==> config.mk <==
export PLATFORM = sky130hd
export DESIGN_NAME = audio_codec_control_regs
export DESIGN_NICKNAME = d
export VERILOG_FILES = /design/src/hdl/codec_regs_pkg.sv /design/src/hdl/audio_codec_control_regs.sv
export SDC_FILE = /design/constraint.sdc
export NUM_CORES = 1
export LEC_CHECK = 0
export ABC_AREA = 1
export BUFFER_PORTS_ARGS = -buffer_cell sky130_fd_sc_hd__buf_2
export CELL_PAD_IN_SITES_DETAIL_PLACEMENT = 0
export CELL_PAD_IN_SITES_GLOBAL_PLACEMENT = 1
export CORE_MARGIN = 3
export CORE_UTILIZATION = 47
export CTS_CLUSTER_SIZE = 30
export DETAILED_ROUTE_END_ITERATION = 10
export PLACE_DENSITY = 0.82
export RECOVER_POWER = 25
export SLEW_MARGIN = 20
export SYNTH_ARGS = -nofsm -noshare
export SYNTH_HDL_FRONTEND = slang
export SYNTH_SLANG_ARGS = --single-unit
==> constraint.sdc <==
create_clock -name clk_sys -period 5.47 [get_ports clk_sys]
set_input_delay 0.547 -clock clk_sys [delete_from_list [all_inputs] [get_ports clk_sys]]
set_output_delay 0.547 -clock clk_sys [all_outputs]
set_load 0.02 [all_outputs]
==> src/hdl/codec_regs_pkg.sv <==
// package: register map, field layout, reset values and timing counts
package codec_regs_pkg;
  localparam logic [6:0] OFF_SPK = 7'h02;
  localparam logic [6:0] OFF_HP = 7'h04;
  localparam logic [6:0] OFF_MONO = 7'h06;
  localparam logic [6:0] OFF_BASS = 7'h08;
  localparam logic [6:0] OFF_BEEP = 7'h0A;
  localparam logic [6:0] OFF_AUX = 7'h0C;
  localparam logic [6:0] OFF_MIC = 7'h0E;
  localparam logic [6:0] OFF_LINE = 7'h10;
  localparam logic [6:0] OFF_DAC = 7'h18;
  localparam logic [6:0] OFF_REC = 7'h1A;
  localparam logic [6:0] OFF_GP = 7'h20;
  localparam logic [6:0] OFF_PWRDN = 7'h26;
  localparam logic [6:0] OFF_EXT = 7'h2A;
  localparam logic [6:0] OFF_DAC_RATE = 7'h2C;
  localparam logic [6:0] OFF_ADC_RATE = 7'h32;
  localparam logic [6:0] OFF_APWR = 7'h60;
  localparam logic [6:0] OFF_ROUTE = 7'h62;
  localparam logic [6:0] OFF_LVL_DAC = 7'h64;
  localparam logic [6:0] OFF_LVL_MODE = 7'h66;
  localparam logic [6:0] OFF_MIXVOL = 7'h68;
  // writable bit masks; all other bits read zero except the power-down ready flags
  localparam logic [15:0] MASK_SPK = 16'h8000;
  localparam logic [15:0] MASK_HP = 16'h8000;
  localparam logic [15:0] MASK_MONO = 16'h8007;
  localparam logic [15:0] MASK_BASS = 16'h0C00;
  localparam logic [15:0] MASK_BEEP = 16'h8000;
  localparam logic [15:0] MASK_AUX = 16'h801F;
  localparam logic [15:0] MASK_MIC = 16'h807F;
  localparam logic [15:0] MASK_LINE = 16'h9F1F;
  localparam logic [15:0] MASK_DAC = 16'hFF7F;
  localparam logic [15:0] MASK_REC = 16'h0300;
  localparam logic [15:0] MASK_GP = 16'h0380;
  localparam logic [15:0] MASK_PWRDN = 16'h7F00;
  localparam logic [15:0] MASK_EXT = 16'h0001;
  localparam logic [15:0] MASK_RATE = 16'hFFFF;
  localparam logic [15:0] MASK_APWR = 16'hC1FF;
  localparam logic [15:0] MASK_ROUTE = 16'h8FFF;
  localparam logic [15:0] MASK_LVL_DAC = 16'h7FFF;
  localparam logic [15:0] MASK_LVL_MODE = 16'h7F7F;
  localparam logic [15:0] MASK_MIXVOL = 16'h001F;
  // reset values
  localparam logic [15:0] RST_SPK = 16'h8000;
  localparam logic [15:0] RST_HP = 16'h8000;
  localparam logic [15:0] RST_MONO = 16'h8000;
  localparam logic [15:0] RST_BASS = 16'h0000;
  localparam logic [15:0] RST_BEEP = 16'h8000;
  localparam logic [15:0] RST_AUX = 16'h8008;
  localparam logic [15:0] RST_MIC = 16'h8008;
  localparam logic [15:0] RST_LINE = 16'h8808;
  localparam logic [15:0] RST_DAC = 16'h0000;
  localparam logic [15:0] RST_REC = 16'h0200;
  localparam logic [15:0] RST_GP = 16'h0000;
  localparam logic [15:0] RST_PWRDN = 16'h0300;
  localparam logic [15:0] RST_EXT = 16'h0000;
  localparam logic [15:0] RST_RATE = 16'hBB80;
  localparam logic [15:0] RST_APWR = 16'h0000;
  localparam logic [15:0] RST_ROUTE = 16'h0103;
  localparam logic [15:0] RST_LVL_DAC = 16'h2DA1;
  localparam logic [15:0] RST_LVL_MODE = 16'h0000;
  localparam logic [15:0] RST_MIXVOL = 16'h0002;
  // field positions
  localparam int B_MUTE = 15;
  localparam int B_BOOST = 6;
  localparam int B_ATTL = 8;
  localparam int B_VRA = 0;
  localparam int B_SPK_AMP = 7;
  localparam int B_BEEP_PWR = 4;
  localparam int B_MIC_PWR = 0;
  localparam int B_INT_BIAS = 14;
  localparam int B_EXT_BIAS = 15;
  localparam int B_MONO2 = 0;
  localparam int B_BEEP_SPK = 2;
  localparam int B_BEEP_HP = 3;
  localparam int B_LINK = 7;
  localparam int B_CEIL = 8;
  localparam int B_JACK_IRQ = 14;
  localparam int B_LIM_PER = 0;
  localparam int B_WAIT = 2;
  localparam int B_ZCTO = 4;
  localparam int B_RSTEP = 9;
  localparam int B_LSTEP = 10;
  localparam int B_ZCDIS = 12;
  localparam int B_LVL_EN = 13;
  // timing: half a sample period at 48 kHz
  localparam int CLK_HZ = 125000000;
  localparam int FS_HZ = 48000;
  localparam int FS_HALF_CYC = CLK_HZ / FS_HZ / 2;
  localparam int WAIT_BASE_FS = 128;
  localparam int ZC_BASE_FS = 128;
endpackage

==> src/hdl/audio_codec_control_regs.sv <==
// audio codec control and status register bank with input level control
// Behaviour
// - power-save floats positive, holds negative at mid
// - chip reset release clears speaker amp power
// - seven mute bits, one mutes, reset muted
// - mono gain three bits, reset 000
// - aux and line gains five bits, reset 08H
// - boost bit resets clear; pga level resets 08H
// - soft silence mutes dac independent of attenuation
// - dac attenuations seven bits, reset 00H
// - link mode: left write drives both channels
// - aux record off, pga record on at reset
// - power-down field reset 0000011; ready flags readable
// - rate codes apply only with variable rate
// - beep paths stay connected without beep power
// - mic bias only with mic block powered
// - mono2 floats unpowered; signal or common voltage
// - recovery never exceeds ceiling
// - recovery step one or two codes
// - limiter lowers by step count, clips at 00H
// - zero cross waits or timeout; disabled immediate
// - recovery wait and limiter period timing
// - jack irq drives active-low pin when enabled
`timescale 1ns/10ps
`default_nettype none
module audio_codec_control_regs (
  // clock and reset
  input wire logic clk_sys,
  input wire logic rst,
  // chip reset pin
  input wire logic chip_reset_n,
  // register access from the link
  input wire logic reg_wr,
  input wire logic reg_rd,
  input wire logic [6:0] reg_addr,
  input wire logic [15:0] reg_wdata,
  output logic [15:0] reg_rdata,
  output logic reg_rvalid,
  // analogue status in
  input wire logic vref_ready,
  input wire logic mixer_ready,
  input wire logic dac_ready,
  input wire logic adc_ready,
  input wire logic jack_event,
  input wire logic level_over,
  input wire logic zero_cross,
  // pin controls
  output logic spk_pos_pin_oe,
  output logic spk_neg_pin_mid,
  output logic mono2_pin_oe,
  output logic mono2_pin_common_voltage,
  output logic irq_out_n,
  // derived controls
  output logic dac_soft_silence,
  output logic [6:0] dac_left_atten_eff,
  output logic [6:0] dac_right_atten_eff,
  output logic beep_to_hp,
  output logic beep_to_spk,
  output logic int_mic_bias,
  output logic ext_mic_bias,
  output logic pll_power,
  output logic [15:0] dac_rate_eff,
  output logic [15:0] adc_rate_eff,
  output logic [5:0] input_pga_level
);
  import codec_regs_pkg::*;

  typedef enum logic {
    LV_IDLE = 1'b0,
    LV_WAIT_ZC = 1'b1
  } lvl_state_type;

  logic [15:0] spk_reg;
  logic [15:0] hp_reg;
  logic [15:0] mono_reg;
  logic [15:0] bass_reg;
  logic [15:0] beep_reg;
  logic [15:0] aux_reg;
  logic [15:0] mic_reg;
  logic [15:0] line_reg;
  logic [15:0] dac_reg;
  logic [15:0] rec_reg;
  logic [15:0] gp_reg;
  logic [15:0] pwrdn_reg;
  logic [15:0] ext_reg;
  logic [15:0] dac_rate_reg;
  logic [15:0] adc_rate_reg;
  logic [15:0] apwr_reg;
  logic [15:0] route_reg;
  logic [15:0] lvl_dac_reg;
  logic [15:0] lvl_mode_reg;
  logic [15:0] mixvol_reg;
  logic [2:0] rst_pin_sync_reg;
  logic pin_high_reg;
  logic [2:0] jack_sync_reg;
  logic jack_seen_reg;
  logic [15:0] fs_cnt_reg;
  logic half_fs_tick;
  lvl_state_type lvl_state_reg;
  logic [5:0] pga_target_reg;
  logic [12:0] quiet_cnt_reg;
  logic [12:0] zc_cnt_reg;
  logic [3:0] per_cnt_reg;
  logic pin_rise;
  logic lvl_en, zc_off, recov_start, lim_start, lvl_apply, zc_to;
  logic [5:0] pga_now, ceiling, lim_steps, recov_next, lim_next;
  logic [12:0] wait_lim, zc_lim;
  logic [3:0] per_lim;

  // write helper keeps unassigned bits at zero
  function automatic logic [15:0] wmask(input logic [15:0] d,
                                        input logic [15:0] m);
    return d & m;
  endfunction

  // widen before comparing so a step near the top cannot wrap
  function automatic logic [5:0] step_up(input logic [5:0] g,
                                         input logic [5:0] c,
                                         input logic two);
    logic [6:0] s;
    s = {1'b0, g} + (two ? 7'h02 : 7'h01);
    if (g >= c) begin
      return g;
    end
    return (s > {1'b0, c}) ? c : s[5:0];
  endfunction

  // half sample-period enable for level control timing
  assign half_fs_tick = (fs_cnt_reg == 16'(FS_HALF_CYC - 1));
  always_ff @(posedge clk_sys) begin
    if (rst || half_fs_tick) begin
      fs_cnt_reg <= 16'h0000;
    end else begin
      fs_cnt_reg <= fs_cnt_reg + 16'h0001;
    end
  end

  // pin synchronisers; first stage feeds only the second
  always_ff @(posedge clk_sys) begin
    if (rst) begin
      rst_pin_sync_reg <= 3'h0;
      jack_sync_reg <= 3'h0;
      jack_seen_reg <= 1'b0;
      pin_high_reg <= 1'b0;
    end else begin
      rst_pin_sync_reg <= {rst_pin_sync_reg[1:0], chip_reset_n};
      jack_sync_reg <= {jack_sync_reg[1:0], jack_event};
      if (rst_pin_sync_reg[2] == rst_pin_sync_reg[1]) begin
        pin_high_reg <= rst_pin_sync_reg[1];
      end
      if (jack_sync_reg[2] == jack_sync_reg[1]) begin
        jack_seen_reg <= jack_sync_reg[1];
      end
    end
  end
  assign pin_rise = !pin_high_reg && rst_pin_sync_reg[2]
                    && rst_pin_sync_reg[1];

  // register writes; chip reset pin low holds defaults
  always_ff @(posedge clk_sys) begin
    if (rst || !pin_high_reg) begin
      spk_reg <= RST_SPK;
      hp_reg <= RST_HP;
      mono_reg <= RST_MONO;
      bass_reg <= RST_BASS;
      beep_reg <= RST_BEEP;
      aux_reg <= RST_AUX;
      line_reg <= RST_LINE;
      dac_reg <= RST_DAC;
      rec_reg <= RST_REC;
      gp_reg <= RST_GP;
      pwrdn_reg <= RST_PWRDN;
      ext_reg <= RST_EXT;
      dac_rate_reg <= RST_RATE;
      adc_rate_reg <= RST_RATE;
      apwr_reg <= RST_APWR;
      route_reg <= RST_ROUTE;
      lvl_dac_reg <= RST_LVL_DAC;
      lvl_mode_reg <= RST_LVL_MODE;
      mixvol_reg <= RST_MIXVOL;
    end else if (pin_rise) begin
      apwr_reg[B_SPK_AMP] <= 1'b0;
    end else if (reg_wr) begin
      unique case (reg_addr)
        OFF_SPK: spk_reg <= wmask(reg_wdata, MASK_SPK);
        OFF_HP: hp_reg <= wmask(reg_wdata, MASK_HP);
        OFF_MONO: mono_reg <= wmask(reg_wdata, MASK_MONO);
        OFF_BASS: bass_reg <= wmask(reg_wdata, MASK_BASS);
        OFF_BEEP: beep_reg <= wmask(reg_wdata, MASK_BEEP);
        OFF_AUX: aux_reg <= wmask(reg_wdata, MASK_AUX);
        OFF_LINE: line_reg <= wmask(reg_wdata, MASK_LINE);
        OFF_DAC: begin
          dac_reg <= wmask(reg_wdata, MASK_DAC);
          // linked mode leaves the stored right field alone
          if (lvl_dac_reg[B_LINK]) begin
            dac_reg[6:0] <= dac_reg[6:0];
          end
        end
        OFF_REC: rec_reg <= wmask(reg_wdata, MASK_REC);
        OFF_GP: gp_reg <= wmask(reg_wdata, MASK_GP);
        OFF_PWRDN: pwrdn_reg <= wmask(reg_wdata, MASK_PWRDN);
        OFF_EXT: ext_reg <= wmask(reg_wdata, MASK_EXT);
        OFF_DAC_RATE: dac_rate_reg <= wmask(reg_wdata, MASK_RATE);
        OFF_ADC_RATE: adc_rate_reg <= wmask(reg_wdata, MASK_RATE);
        OFF_APWR: apwr_reg <= wmask(reg_wdata, MASK_APWR);
        OFF_ROUTE: route_reg <= wmask(reg_wdata, MASK_ROUTE);
        OFF_LVL_DAC: lvl_dac_reg <= wmask(reg_wdata, MASK_LVL_DAC);
        OFF_LVL_MODE: lvl_mode_reg <= wmask(reg_wdata, MASK_LVL_MODE);
        OFF_MIXVOL: mixvol_reg <= wmask(reg_wdata, MASK_MIXVOL);
        default: ;
      endcase
    end
  end

  // mic volume: host writes, and level control moves the pga field
  always_ff @(posedge clk_sys) begin
    if (rst || !pin_high_reg) begin
      mic_reg <= RST_MIC;
    end else if (reg_wr && reg_addr == OFF_MIC) begin
      mic_reg <= wmask(reg_wdata, MASK_MIC);
    end else if (lvl_apply) begin
      mic_reg[5:0] <= pga_target_reg;
    end
  end

  // level control
  assign lvl_en = lvl_mode_reg[B_LVL_EN];
  assign zc_off = lvl_mode_reg[B_ZCDIS];
  assign pga_now = mic_reg[5:0];
  assign ceiling = lvl_dac_reg[B_CEIL +: 6];
  assign lim_steps = 6'(lvl_mode_reg[B_LSTEP +: 2]) + 6'h01;
  assign wait_lim = 13'(WAIT_BASE_FS * 2) << lvl_mode_reg[B_WAIT +: 2];
  assign zc_lim = 13'(ZC_BASE_FS * 2) << lvl_mode_reg[B_ZCTO +: 2];
  assign per_lim = 4'h1 << lvl_mode_reg[B_LIM_PER +: 2];
  assign zc_to = (zc_cnt_reg >= zc_lim);
  // step then clip at the ceiling
  assign recov_next = step_up(pga_now, ceiling,
                              lvl_mode_reg[B_RSTEP]);
  assign lim_next = (pga_now > lim_steps) ? pga_now - lim_steps
                                          : 6'h00;
  assign lim_start = lvl_en && level_over && half_fs_tick
                     && (per_cnt_reg >= per_lim);
  assign recov_start = lvl_en && half_fs_tick
                       && (quiet_cnt_reg >= wait_lim);
  assign lvl_apply = (lvl_state_reg == LV_WAIT_ZC)
                     && (zc_off || zero_cross || zc_to);

  always_ff @(posedge clk_sys) begin
    if (rst || !lvl_en) begin
      lvl_state_reg <= LV_IDLE;
      pga_target_reg <= 6'h00;
      quiet_cnt_reg <= 13'h0000;
      zc_cnt_reg <= 13'h0000;
      per_cnt_reg <= 4'h0;
    end else begin
      if (half_fs_tick) begin
        quiet_cnt_reg <= level_over ? 13'h0000 : quiet_cnt_reg + 13'h0001;
        per_cnt_reg <= (per_cnt_reg >= per_lim) ? per_cnt_reg
                                                : per_cnt_reg + 4'h1;
        if (lvl_state_reg == LV_WAIT_ZC) begin
          zc_cnt_reg <= zc_cnt_reg + 13'h0001;
        end
      end
      unique case (lvl_state_reg)
        LV_IDLE: begin
          if (lim_start) begin
            pga_target_reg <= lim_next;
            // restart at one so the shortest period is one tick
            per_cnt_reg <= 4'h1;
            zc_cnt_reg <= 13'h0000;
            lvl_state_reg <= LV_WAIT_ZC;
          end else if (recov_start) begin
            pga_target_reg <= recov_next;
            quiet_cnt_reg <= 13'h0000;
            zc_cnt_reg <= 13'h0000;
            lvl_state_reg <= LV_WAIT_ZC;
          end
        end
        LV_WAIT_ZC: begin
          if (lvl_apply) begin
            lvl_state_reg <= LV_IDLE;
          end
        end
      endcase
    end
  end

  // readback; unmapped offsets read zero
  logic [15:0] rd_mux;
  always_comb begin
    rd_mux = 16'h0000;
    unique case (reg_addr)
      OFF_SPK: rd_mux = spk_reg;
      OFF_HP: rd_mux = hp_reg;
      OFF_MONO: rd_mux = mono_reg;
      OFF_BASS: rd_mux = bass_reg;
      OFF_BEEP: rd_mux = beep_reg;
      OFF_AUX: rd_mux = aux_reg;
      OFF_MIC: rd_mux = mic_reg;
      OFF_LINE: rd_mux = line_reg;
      OFF_DAC: rd_mux = dac_reg;
      OFF_REC: rd_mux = rec_reg;
      OFF_GP: rd_mux = gp_reg;
      OFF_PWRDN: rd_mux = pwrdn_reg | {12'h000, vref_ready, mixer_ready,
                                       dac_ready, adc_ready};
      OFF_EXT: rd_mux = ext_reg;
      OFF_DAC_RATE: rd_mux = dac_rate_reg;
      OFF_ADC_RATE: rd_mux = adc_rate_reg;
      OFF_APWR: rd_mux = apwr_reg;
      OFF_ROUTE: rd_mux = route_reg;
      OFF_LVL_DAC: rd_mux = lvl_dac_reg;
      OFF_LVL_MODE: rd_mux = lvl_mode_reg;
      OFF_MIXVOL: rd_mux = mixvol_reg;
      default: rd_mux = 16'h0000;
    endcase
  end

  always_ff @(posedge clk_sys) begin
    if (rst) begin
      reg_rdata <= 16'h0000;
      reg_rvalid <= 1'b0;
    end else begin
      reg_rvalid <= reg_rd;
      if (reg_rd) begin
        reg_rdata <= rd_mux;
      end
    end
  end

  // registered pin and control outputs
  logic spk_on, variable_rate_en;
  assign spk_on = apwr_reg[B_SPK_AMP];
  assign variable_rate_en = ext_reg[B_VRA];
  always_ff @(posedge clk_sys) begin
    if (rst) begin
      spk_pos_pin_oe <= 1'b0;
      spk_neg_pin_mid <= 1'b0;
      mono2_pin_oe <= 1'b0;
      mono2_pin_common_voltage <= 1'b0;
      irq_out_n <= 1'b1;
      dac_soft_silence <= 1'b0;
      dac_left_atten_eff <= 7'h00;
      dac_right_atten_eff <= 7'h00;
      beep_to_hp <= 1'b0;
      beep_to_spk <= 1'b0;
      int_mic_bias <= 1'b0;
      ext_mic_bias <= 1'b0;
      pll_power <= 1'b0;
      dac_rate_eff <= RST_RATE;
      adc_rate_eff <= RST_RATE;
      input_pga_level <= RST_MIC[5:0];
    end else begin
      // power-save only counts while the amp is powered
      spk_pos_pin_oe <= spk_on && !spk_reg[B_MUTE];
      spk_neg_pin_mid <= spk_on && spk_reg[B_MUTE];
      mono2_pin_oe <= spk_on;
      mono2_pin_common_voltage <= spk_on && !route_reg[B_MONO2];
      irq_out_n <= !(lvl_dac_reg[B_JACK_IRQ] && jack_seen_reg);
      dac_soft_silence <= dac_reg[B_MUTE];
      dac_left_atten_eff <= dac_reg[B_ATTL +: 7];
      dac_right_atten_eff <= lvl_dac_reg[B_LINK] ? dac_reg[B_ATTL +: 7]
                                                 : dac_reg[6:0];
      // beep power does not gate these paths
      beep_to_hp <= route_reg[B_BEEP_HP];
      beep_to_spk <= route_reg[B_BEEP_SPK];
      int_mic_bias <= apwr_reg[B_MIC_PWR] && apwr_reg[B_INT_BIAS];
      ext_mic_bias <= apwr_reg[B_MIC_PWR] && apwr_reg[B_EXT_BIAS];
      pll_power <= variable_rate_en;
      dac_rate_eff <= variable_rate_en ? dac_rate_reg : RST_RATE;
      adc_rate_eff <= variable_rate_en ? adc_rate_reg : RST_RATE;
      input_pga_level <= mic_reg[5:0];
    end
  end
endmodule // audio_codec_control_regs
`default_nettype wire

---- Word-level counts from Yosys, hierarchy flattened ----
Cells that the tools add are included.
W data, S select, Z words.
cells by class
  add/sub/neg operators ................... 7
  order comparisons ....................... 6
  equality and inequality tests ........... 23
  shifts and indexed selects .............. 3
  multiplexer cells ....................... 30
  bitwise gates (word level) .............. 5
  reduce and logical (&&, ||, !) cells .... 51
operators with widths
  cell                     count
  $pmux W16 S20            1
  $mux W13                 10
  $reduce_and A3 Y1        19
  $mux W6                  8
  $eq A7 B6 Y1 const B     5
  $eq A7 B7 Y1 const B     5
  $eq A7 B4 Y1 const B     4
  $add A13 B1 Y13 const B  2
  $ge A13 B13 Y1           2
  $shl A9 B2 Y13 const A   2
  $eq A7 B5 Y1 const B     3
  $add A16 B1 Y16 const B  1
  $eq A16 B11 Y1 const B   1
  $mux W4                  4
  $logic_and A1 B1 Y1      15
  $or A15 B4 Y15           1
  $eq A7 B3 Y1 const B     2
  $add A6 B2 Y7            1
  $eq A7 B2 Y1 const B     1
  $gt A7 B6 Y1             1
  $mux W7                  1
  $ge A6 B6 Y1             1
  $gt A6 B3 Y1             1
  $sub A6 B3 Y6            1
  other kinds (15)         33
storage, ports and cells
  register bits after elaboration ......... 293

---- Depth between registers and ports, before layout ----
Gate-level depths: netlist (run 1).
  word-level depth ........................ 7
  depth in mapped cells ................... 19

---- Least setup slack after synthesis (run 1) ----
OpenSTA, ideal clock, no wires.
  kind .................................... register to register
  from .................................... register lvl_mode_reg[9]
  to ...................................... register pga_target_reg[3]
  library setup time ...................... 0.116 ns
  data arrival time ....................... 2.356 ns
  path slack .............................. 2.998 ns
  stages on the path, launching flop included .. 17
  clock period less this slack ............ 2.472 ns
  path through ............................ dfxtp_1 inv_1 ha_1 fa_1 nand3_1 xor2_1 ha_1 nand3_1 nand3_1 nor2_1 nand2_1 nand2_1 nand2_1 nand3_1 nand2_1 nand2_1 a21oi_1
on the way
  cells in the longest elaborated chain, start to end .. 7
RTL lines
  element                   RTL line                         source
  from (decl)               audio_codec_control_regs.sv:91   logic [15:0] lvl_mode_reg;
  from (signal assigned)    audio_codec_control_regs.sv:208  OFF_LVL_MODE: lvl_mode_reg <= wmask(reg_wdata, MASK_LVL_MODE);
  $mux W2 (*)               audio_codec_control_regs.sv:121  s = {1'b0, g} + (two ? 7'h02 : 7'h01);
  $add A6 B2 Y7 (*)         audio_codec_control_regs.sv:121
  $gt A7 B6 Y1              audio_codec_control_regs.sv:125  return (s > {1'b0, c}) ? c : s[5:0];
  $mux W6 (*) (2 in a row)  audio_codec_control_regs.sv:125
  $mux W6 (*)               audio_codec_control_regs.sv:272  end else if (recov_start) begin
  $mux W6 (*)               audio_codec_control_regs.sv:266  if (lim_start) begin
  to (signal assigned)      audio_codec_control_regs.sv:267  pga_target_reg <= lim_next;
  to (signal assigned)      audio_codec_control_regs.sv:273  pga_target_reg <= recov_next;
  to (decl)                 audio_codec_control_regs.sv:100  logic [5:0] pga_target_reg;
Every way passes the cells marked *; elsewhere a longest branch is shown, timed or not. The select of a mux whose other input is x is not followed.
A chain may end at the register's enable or synchronous reset.

---- Worst setup path after layout (run 1) ----
  from .................................... input port rst
  to ...................................... register quiet_cnt_reg[5]
on the way
  cells in the longest elaborated chain, start to end .. 1
RTL lines
  element               RTL line                         source
  from (decl)           audio_codec_control_regs.sv:29   input wire logic rst,
  $logic_or A1 B1 Y1    audio_codec_control_regs.sv:249  if (rst || !lvl_en) begin
  to (signal assigned)  audio_codec_control_regs.sv:257  quiet_cnt_reg <= level_over ? 13'h0000 : quiet_cnt_reg + 13'h0001;
  to (decl)             audio_codec_control_regs.sv:101  logic [12:0] quiet_cnt_reg;
Every way passes these cells.

==> results.cfg, run 1 <==
[sta]
slew_violations = 45
post-route-period-util_pct = 59.0
min_period_ps = 3230
rsz0062_at_grt = false
worst_slack_ps = 2240
worst_pin_slew_ps = 2410
setup_viol = 0
fmax_ghz = 0.310
finalHoldViolCount = 0
worst_clock_skew_ps = 12.5
maxSlewHeadroom_pct = -60.8
setup_tns_ps = 0

[power_and_ir_drop]
power.density_nw_per_um2 = 301
p_switching_uw = 986
p_clk_share_pct = 49.1
pwr-share-seq_pct = 48.5
p_int_mw = 3.43
p_leak_nw = 6.06
netSwitchingFraction_pct = 22.3
combPwrFrac_pct = 2.4
peakVddDrop_mv = 0.263

[logic_synthesis]
synth_edf_count = 0
ys_async_sr_fraction_pct = 0
synth_compound_area_share_pct = 15.1
synth_nets = 1875
seq_area_frac_synth_pct = 45.3
syn_inst = 1801
synth-simple-area-share_pct = 26.3
synth_xor_area_share_pct = 1.15
synth_top_family_by_area = simple AND/OR/NAND/NOR gates
yosys_warnings = 0
ys_ff_latch = 293
synth_area_um2 = 12900
synth_mux_area_share_pct = 0
ys_types = 40
synth_ff_type = dfxtp_1
avgSynthCellArea_um2 = 7.19
synth_fa_ha_area_share_pct = 3.89

[global_routing]
grt_pass1_vias = 11200
antenna_found_initial = 0
grt_pass1_wl_mm = 62.0
track_usage_pct = 26.6
grt_max_degree = 79
gr-total-overflow = 0

[route]
routed_wl_mm = 40.1
viasPerCell = 5.38
vias = 12100
drt_pass1_iterations = 6
antenna_left = 0
drt-wirelength-per-cell_um = 17.8
drcViolationCount = 0
drt_iter0_drc = 993

[clock_network]
path_clk_slew_ps = 60
clk_latency_ps = 560
clock-root-buffer = clkbuf_16
cts_setup_buffers = 0
cts_sinks = 293
cts_buffer_depth = 3
cts_resized = 0
htreeDepth = 1
cts_tree = yes
cts_hold_buffers = 0
cts_made_buffers = 31

[status]
violations = max-capacitance violations, max-slew violations
outcome = complete, but fails checks

[placement]
dp_hpwl_mm = 28.8
pre_cts_slack_ps = 2190
portBuffers = 114
place_congestion = 0.909

[die]
die_height_um = 172
pin_count = 115
num_rows = 60
die_w_um = 172
die-area_um2 = 29600
core-area_um2 = 27000
start_util_pct = 47.9

[worst_setup_path]
path_cells = buf_2, clkbuf_1, nor2_1, buf_4, o21ai_1, nor2_1, and3_1
worstSetupEndpointType = flip-flop
worstPathRequired_ps = 5930
cp.arrival_ps = 3690
critPathLaunchType = input pin
cp_slowest_stage_delay_ps = 1700
path_class = input pin to flip-flop
cp_common_cell = nor2_1
critPathMaxFanout = 44
cp_slowest_cell = clkbuf_1

[layout]
syn2layout_area_growth_pct = 13.6
fillers = 2734
fin_nets = 1961
drive_above_1_share_pct = 7.54
antenna_cells = 0

[flow_run]
maxCapViolCount = 1

[worst_hold_path]
hold_class = input pin to flip-flop
-- per-layer routing --
metal | track usage [%] | up-vias | part of all wire [%]
met4 | 7.43 | 0 | 2.5
met1 | 36.7 | 5629 | 44
met2 | 43.8 | 391 | 46
met5 | 0 | - | 0
met3 | 3.73 | 63 | 7.0
li1 | - | 6019 | -
-- synth_stat cells (all sizes together) (2+ instances only) --
cell type | number | area share (%)
nand2 | 367 | 11
clkinv | 4 | 0.12
o21bai | 4 | 0.23
o211ai | 28 | 1.6
and3 | 4 | 0.19
nor4 | 2 | 0.097
nand3b | 8 | 0.46
a21oi | 137 | 5.3
xor2 | 16 | 1.1
o22ai | 8 | 0.39
fa | 2 | 0.31
inv | 202 | 5.9
a21boi | 2 | 0.12
nor3 | 26 | 1.0
nor2 | 262 | 8.0
nand4 | 27 | 1.3
nand3 | 108 | 4.2
clkbuf | 42 | 1.2
nor3b | 4 | 0.23
o21ai | 183 | 7.1
or2 | 3 | 0.14
ha | 37 | 3.6
dfxtp | 293 | 45
buf | 25 | 1.0
-- cell usage in the layout, fill, tap and decap left out, drive strengths merged, types with 4 or more instances in the layout --
master    instances
and3              4
buf              67
clkinv           10
inv             202
a21oi           137
nor2            262
clkinvlp          6
o211ai           28
nand2           367
o21ai           183
o21bai            4
nor3b             4
dfxtp           293
nand3           108
ha               37
xor2             16
nand3b            8
nor3             26
clkbuf           93
nand4            27
o22ai             8
-- power groups by stage --
stage | registers, mW | logic [mW] | clock network, mW
5_1_grt | 2.14 | 0.112 | 2.29
6_report | 2.14 | 0.105 | 2.17
3_5_place_dp | 2.19 | 0.103 | 0
2_1_floorplan | 2.19 | 0.0474 | 0
4_1_cts | 2.14 | 0.103 | 2.20
3_3_place_gp | 2.19 | 0.102 | 0
-- worst paths after layout --
path                        from             endpoint  slack, ps  cells past startpoint
min reg2reg  rst_pin_sync_reg[0]  rst_pin_sync_reg[1]        410                      2
max                          rst     quiet_cnt_reg[5]       2240                      7
min                 chip_reset_n  rst_pin_sync_reg[0]        190                      3
max reg2reg      lvl_mode_reg[9]    pga_target_reg[3]       2610                     16
-- cell type report --
class,instances,area [µm²],area share [%]
clock buffer,40,880,5.98
timing repair buffer,120,547,3.72
multi-input combinational,1235,6030,41.0
tap,341,427,2.90
sequential,293,5870,39.9
inverter,206,773,5.26
clock inverter,15,176,1.20
-- worst max-delay path, delay by kind of cell --
kind / cells / cell delay (ps)
AOI/OAI and AO/OA: 1 / 260
buffers and inverters: 3 / 2120
and+or+nand+nor: 3 / 750
-- logic make-up (layout without fill, tap and decap cells) --
| family | after synthesis | count (layout) |
|---|---|---|
| AO/OA/AOI/OAI | 368 | 368 |
| XOR/XNOR | 17 | 17 |
| adder cells (fa/ha/maj) | 39 | 39 |
| buffers and inverters | 273 | 381 |
| flip-flops | 293 | 293 |
| AND/OR/NAND/NOR | 811 | 811 |
-- metrics by stage --
stage	area, µm²	hold slack, ps	util [%]	power [mW]	std cells
final	14700	187	54.4	4.42	2250
after global routing	14700	197	54.4	4.55	2250
after CTS	14800	169	54.6	4.45	2250
after detailed placement	13700	403	50.7	2.29	2195
after global placement	13700	390	50.7	2.29	2195
after floorplan	12900	388	-	2.24	1801
(Power assumes the default switching activity.)
==> run 2: changes to the inputs <==
CORE_UTILIZATION = 43   (was 47)
PLACE_DENSITY = 0.76   (was 0.82)
clock period = 3.05 ns   (was 5.47 ns; I/O delays follow)
==> run 2 against run 1 <==
- the flow still finishes with violations (max-capacitance violations, max-slew violations)
- via count is 0.28% lower
- hold slack worse by 170 ps
- final cell count is 3.1% higher
- register-to-register slack worse by 2300 ps
- critical path type is now flip-flop to flip-flop
- critical endpoint is now pga_target_reg[5]
- largest power group unchanged
- highest routed layer unchanged
==> results.cfg, run 2 (same netlist as run 1, synthesis figures left out) <==
[sta]
holdWs_ps = 17.8
worst_pin_slew_ps = 2160
setup_tns_ps = 0
finalHoldViolCount = 0
post-route-period-util_pct = 89.1
setup_viol = 0
worst_clock_skew_ps = 25.4
fmax_ghz = 0.368
slew_violations = 43
worst_slack_ps = 333
rsz0062_at_grt = false
min_period_ps = 2720
maxSlewHeadroom_pct = -44.1

[global_routing]
grt_pass1_vias = 11400
track_usage_pct = 24.4
grt_pass1_wl_mm = 63.9
gr-total-overflow = 0
grt_max_degree = 71
antenna_found_initial = 0

[clock_network]
cts_setup_buffers = 0
path_clk_slew_ps = 60
cts_hold_buffers = 0
cts_tree = yes
cts_buffer_depth = 3
clk_latency_ps = 510
cts_sinks = 293
clock-root-buffer = clkbuf_16
cts_made_buffers = 34
htreeDepth = 2

[layout]
syn2layout_area_growth_pct = 16.3
drive_above_1_share_pct = 9.30
layout_common_cells = nand2_1, dfxtp_1, nor2_1
layout_commonest_cell = nand2_1
fin_nets = 1987
seqCellArea_um2 = 5870
fillers = 2957
finalInstanceArea_um2 = 15100
multi_input_area_um2 = 6040
antenna_cells = 0

[route]
drt_pass1_iterations = 5
antenna_left = 0
vias = 12100
routed_wl_mm = 40.7
viasPerCell = 5.20
drt-wirelength-per-cell_um = 17.6
drcViolationCount = 0
drt_iter0_drc = 948

[worst_setup_path]
cp_slowest_cell = fa_1
worstPathRequired_ps = 3430
cp_slowest_stage_delay_ps = 410
ff2ff_setup_slack_ps = 330
worstSetupEndpointType = flip-flop
crit_buf_inv = 2
cp.arrival_ps = 3100
path_cells = inv_1, ha_1, fa_1, nand3_1, xor2_2, ha_1, nand3_1, nor2_1, o21ai_2, nand2_1, nand2_1, nand3_1, nand2_1, inv_1, nor2_1, nor2_1
path_class = flip-flop to flip-flop
rr_worst_depth = 16
crit_family = simple AND/OR/NAND/NOR gates
timing.rr.end = pga_target_reg[5]
reg2reg_from = lvl_mode_reg[9]
critPathMaxFanout = 9
critPathLaunchType = flip-flop

[status]
outcome = complete, but fails checks
violations = max-capacitance violations, max-slew violations

[die]
die-area_um2 = 32200
die_height_um = 180
core-area_um2 = 29200
die_w_um = 180
start_util_pct = 44.4
pin_count = 115
num_rows = 62

[placement]
dp_hpwl_mm = 29.9
pre_cts_slack_ps = 286
dpl_cell_area_um2 = 13900
place_congestion = 0.880
portBuffers = 114

[worst_hold_path]
hp-start = jack_event
hold_class = input pin to flip-flop
whs_path_depth = 3
min_to = jack_sync_reg[0]

[power_and_ir_drop]
power_mw = 8.26
power.density_nw_per_um2 = 549
p_leak_nw = 6.28
peakVddDrop_mv = 0.443

[flow_run]
maxCapViolCount = 1
[run 2: cell types whose count changed in the layout (fill, tap and decap cells not counted), moves of 3 or more]
| cell | before | now |
|---|---|---|
| buf_2 | 62 | 77 |
| buf_4 | 5 | 25 |
| clkbuf_1 | 55 | 47 |
| clkbuf_16 | 31 | 35 |
| clkinv_4 | 3 | 0 |
| clkinvlp_4 | 6 | 0 |
[run 2: layout make-up]
| class | count | share of cell area [%] |
|---|---|---|
| well taps | 384 | 3.19 |
| repair buffers | 143 | 4.93 |
| inverters | 206 | 5.13 |
| clock inverters | 9 | 0.989 |
| clock buffers | 50 | 6.72 |
| flip-flops and latches | 293 | 38.9 |
| multi-input cells | 1235 | 40.1 |
[run 2: stage by stage]
stage / instances / utilization (%)
floorplan: 1801 / -
global placement: 2261 / 47.8
detailed placement: 2261 / 47.8
CTS: 2320 / 51.8
global route: 2320 / 51.6
finish: 2320 / 51.6
[run 2: worst max path at each step]
stage	from	cells past startpoint	slack, ps	end
final	lvl_mode_reg[9]	16	330	pga_target_reg[5]
after global routing	lvl_mode_reg[9]	16	70	pga_target_reg[4]
after CTS	lvl_mode_reg[9]	16	260	pga_target_reg[3]
after detailed placement	lvl_mode_reg[9]	16	290	pga_target_reg[3]
after global placement	lvl_mode_reg[9]	16	350	pga_target_reg[3]
after floorplan	lvl_mode_reg[9]	16	580	pga_target_reg[3]
[run 2: metal layers]
metal	track usage, %	share of wire (%)
met5	0	0
met4	6.93	2.5
met3	3.27	5.8
met2	40.9	46
met1	33.2	45
[run 2: report_power, final]
part           leakage, nW  switching [mW]  internal, mW
sequential            2.36         0.00501          3.84
clock                0.574            1.60          2.63
combinational         3.34           0.150        0.0393
total                 6.28            1.75          6.51
[run 2: worst min-delay path, stage by stage]
cell and delay [ps]:
buf_2 80, inv_1 30, nor2_1 60
[run 2: timing repair]
item                                    CTS  global route
gates resized for setup                   0             2
hold endpoints to repair                  0             0
endpoints found under the setup margin    0             5
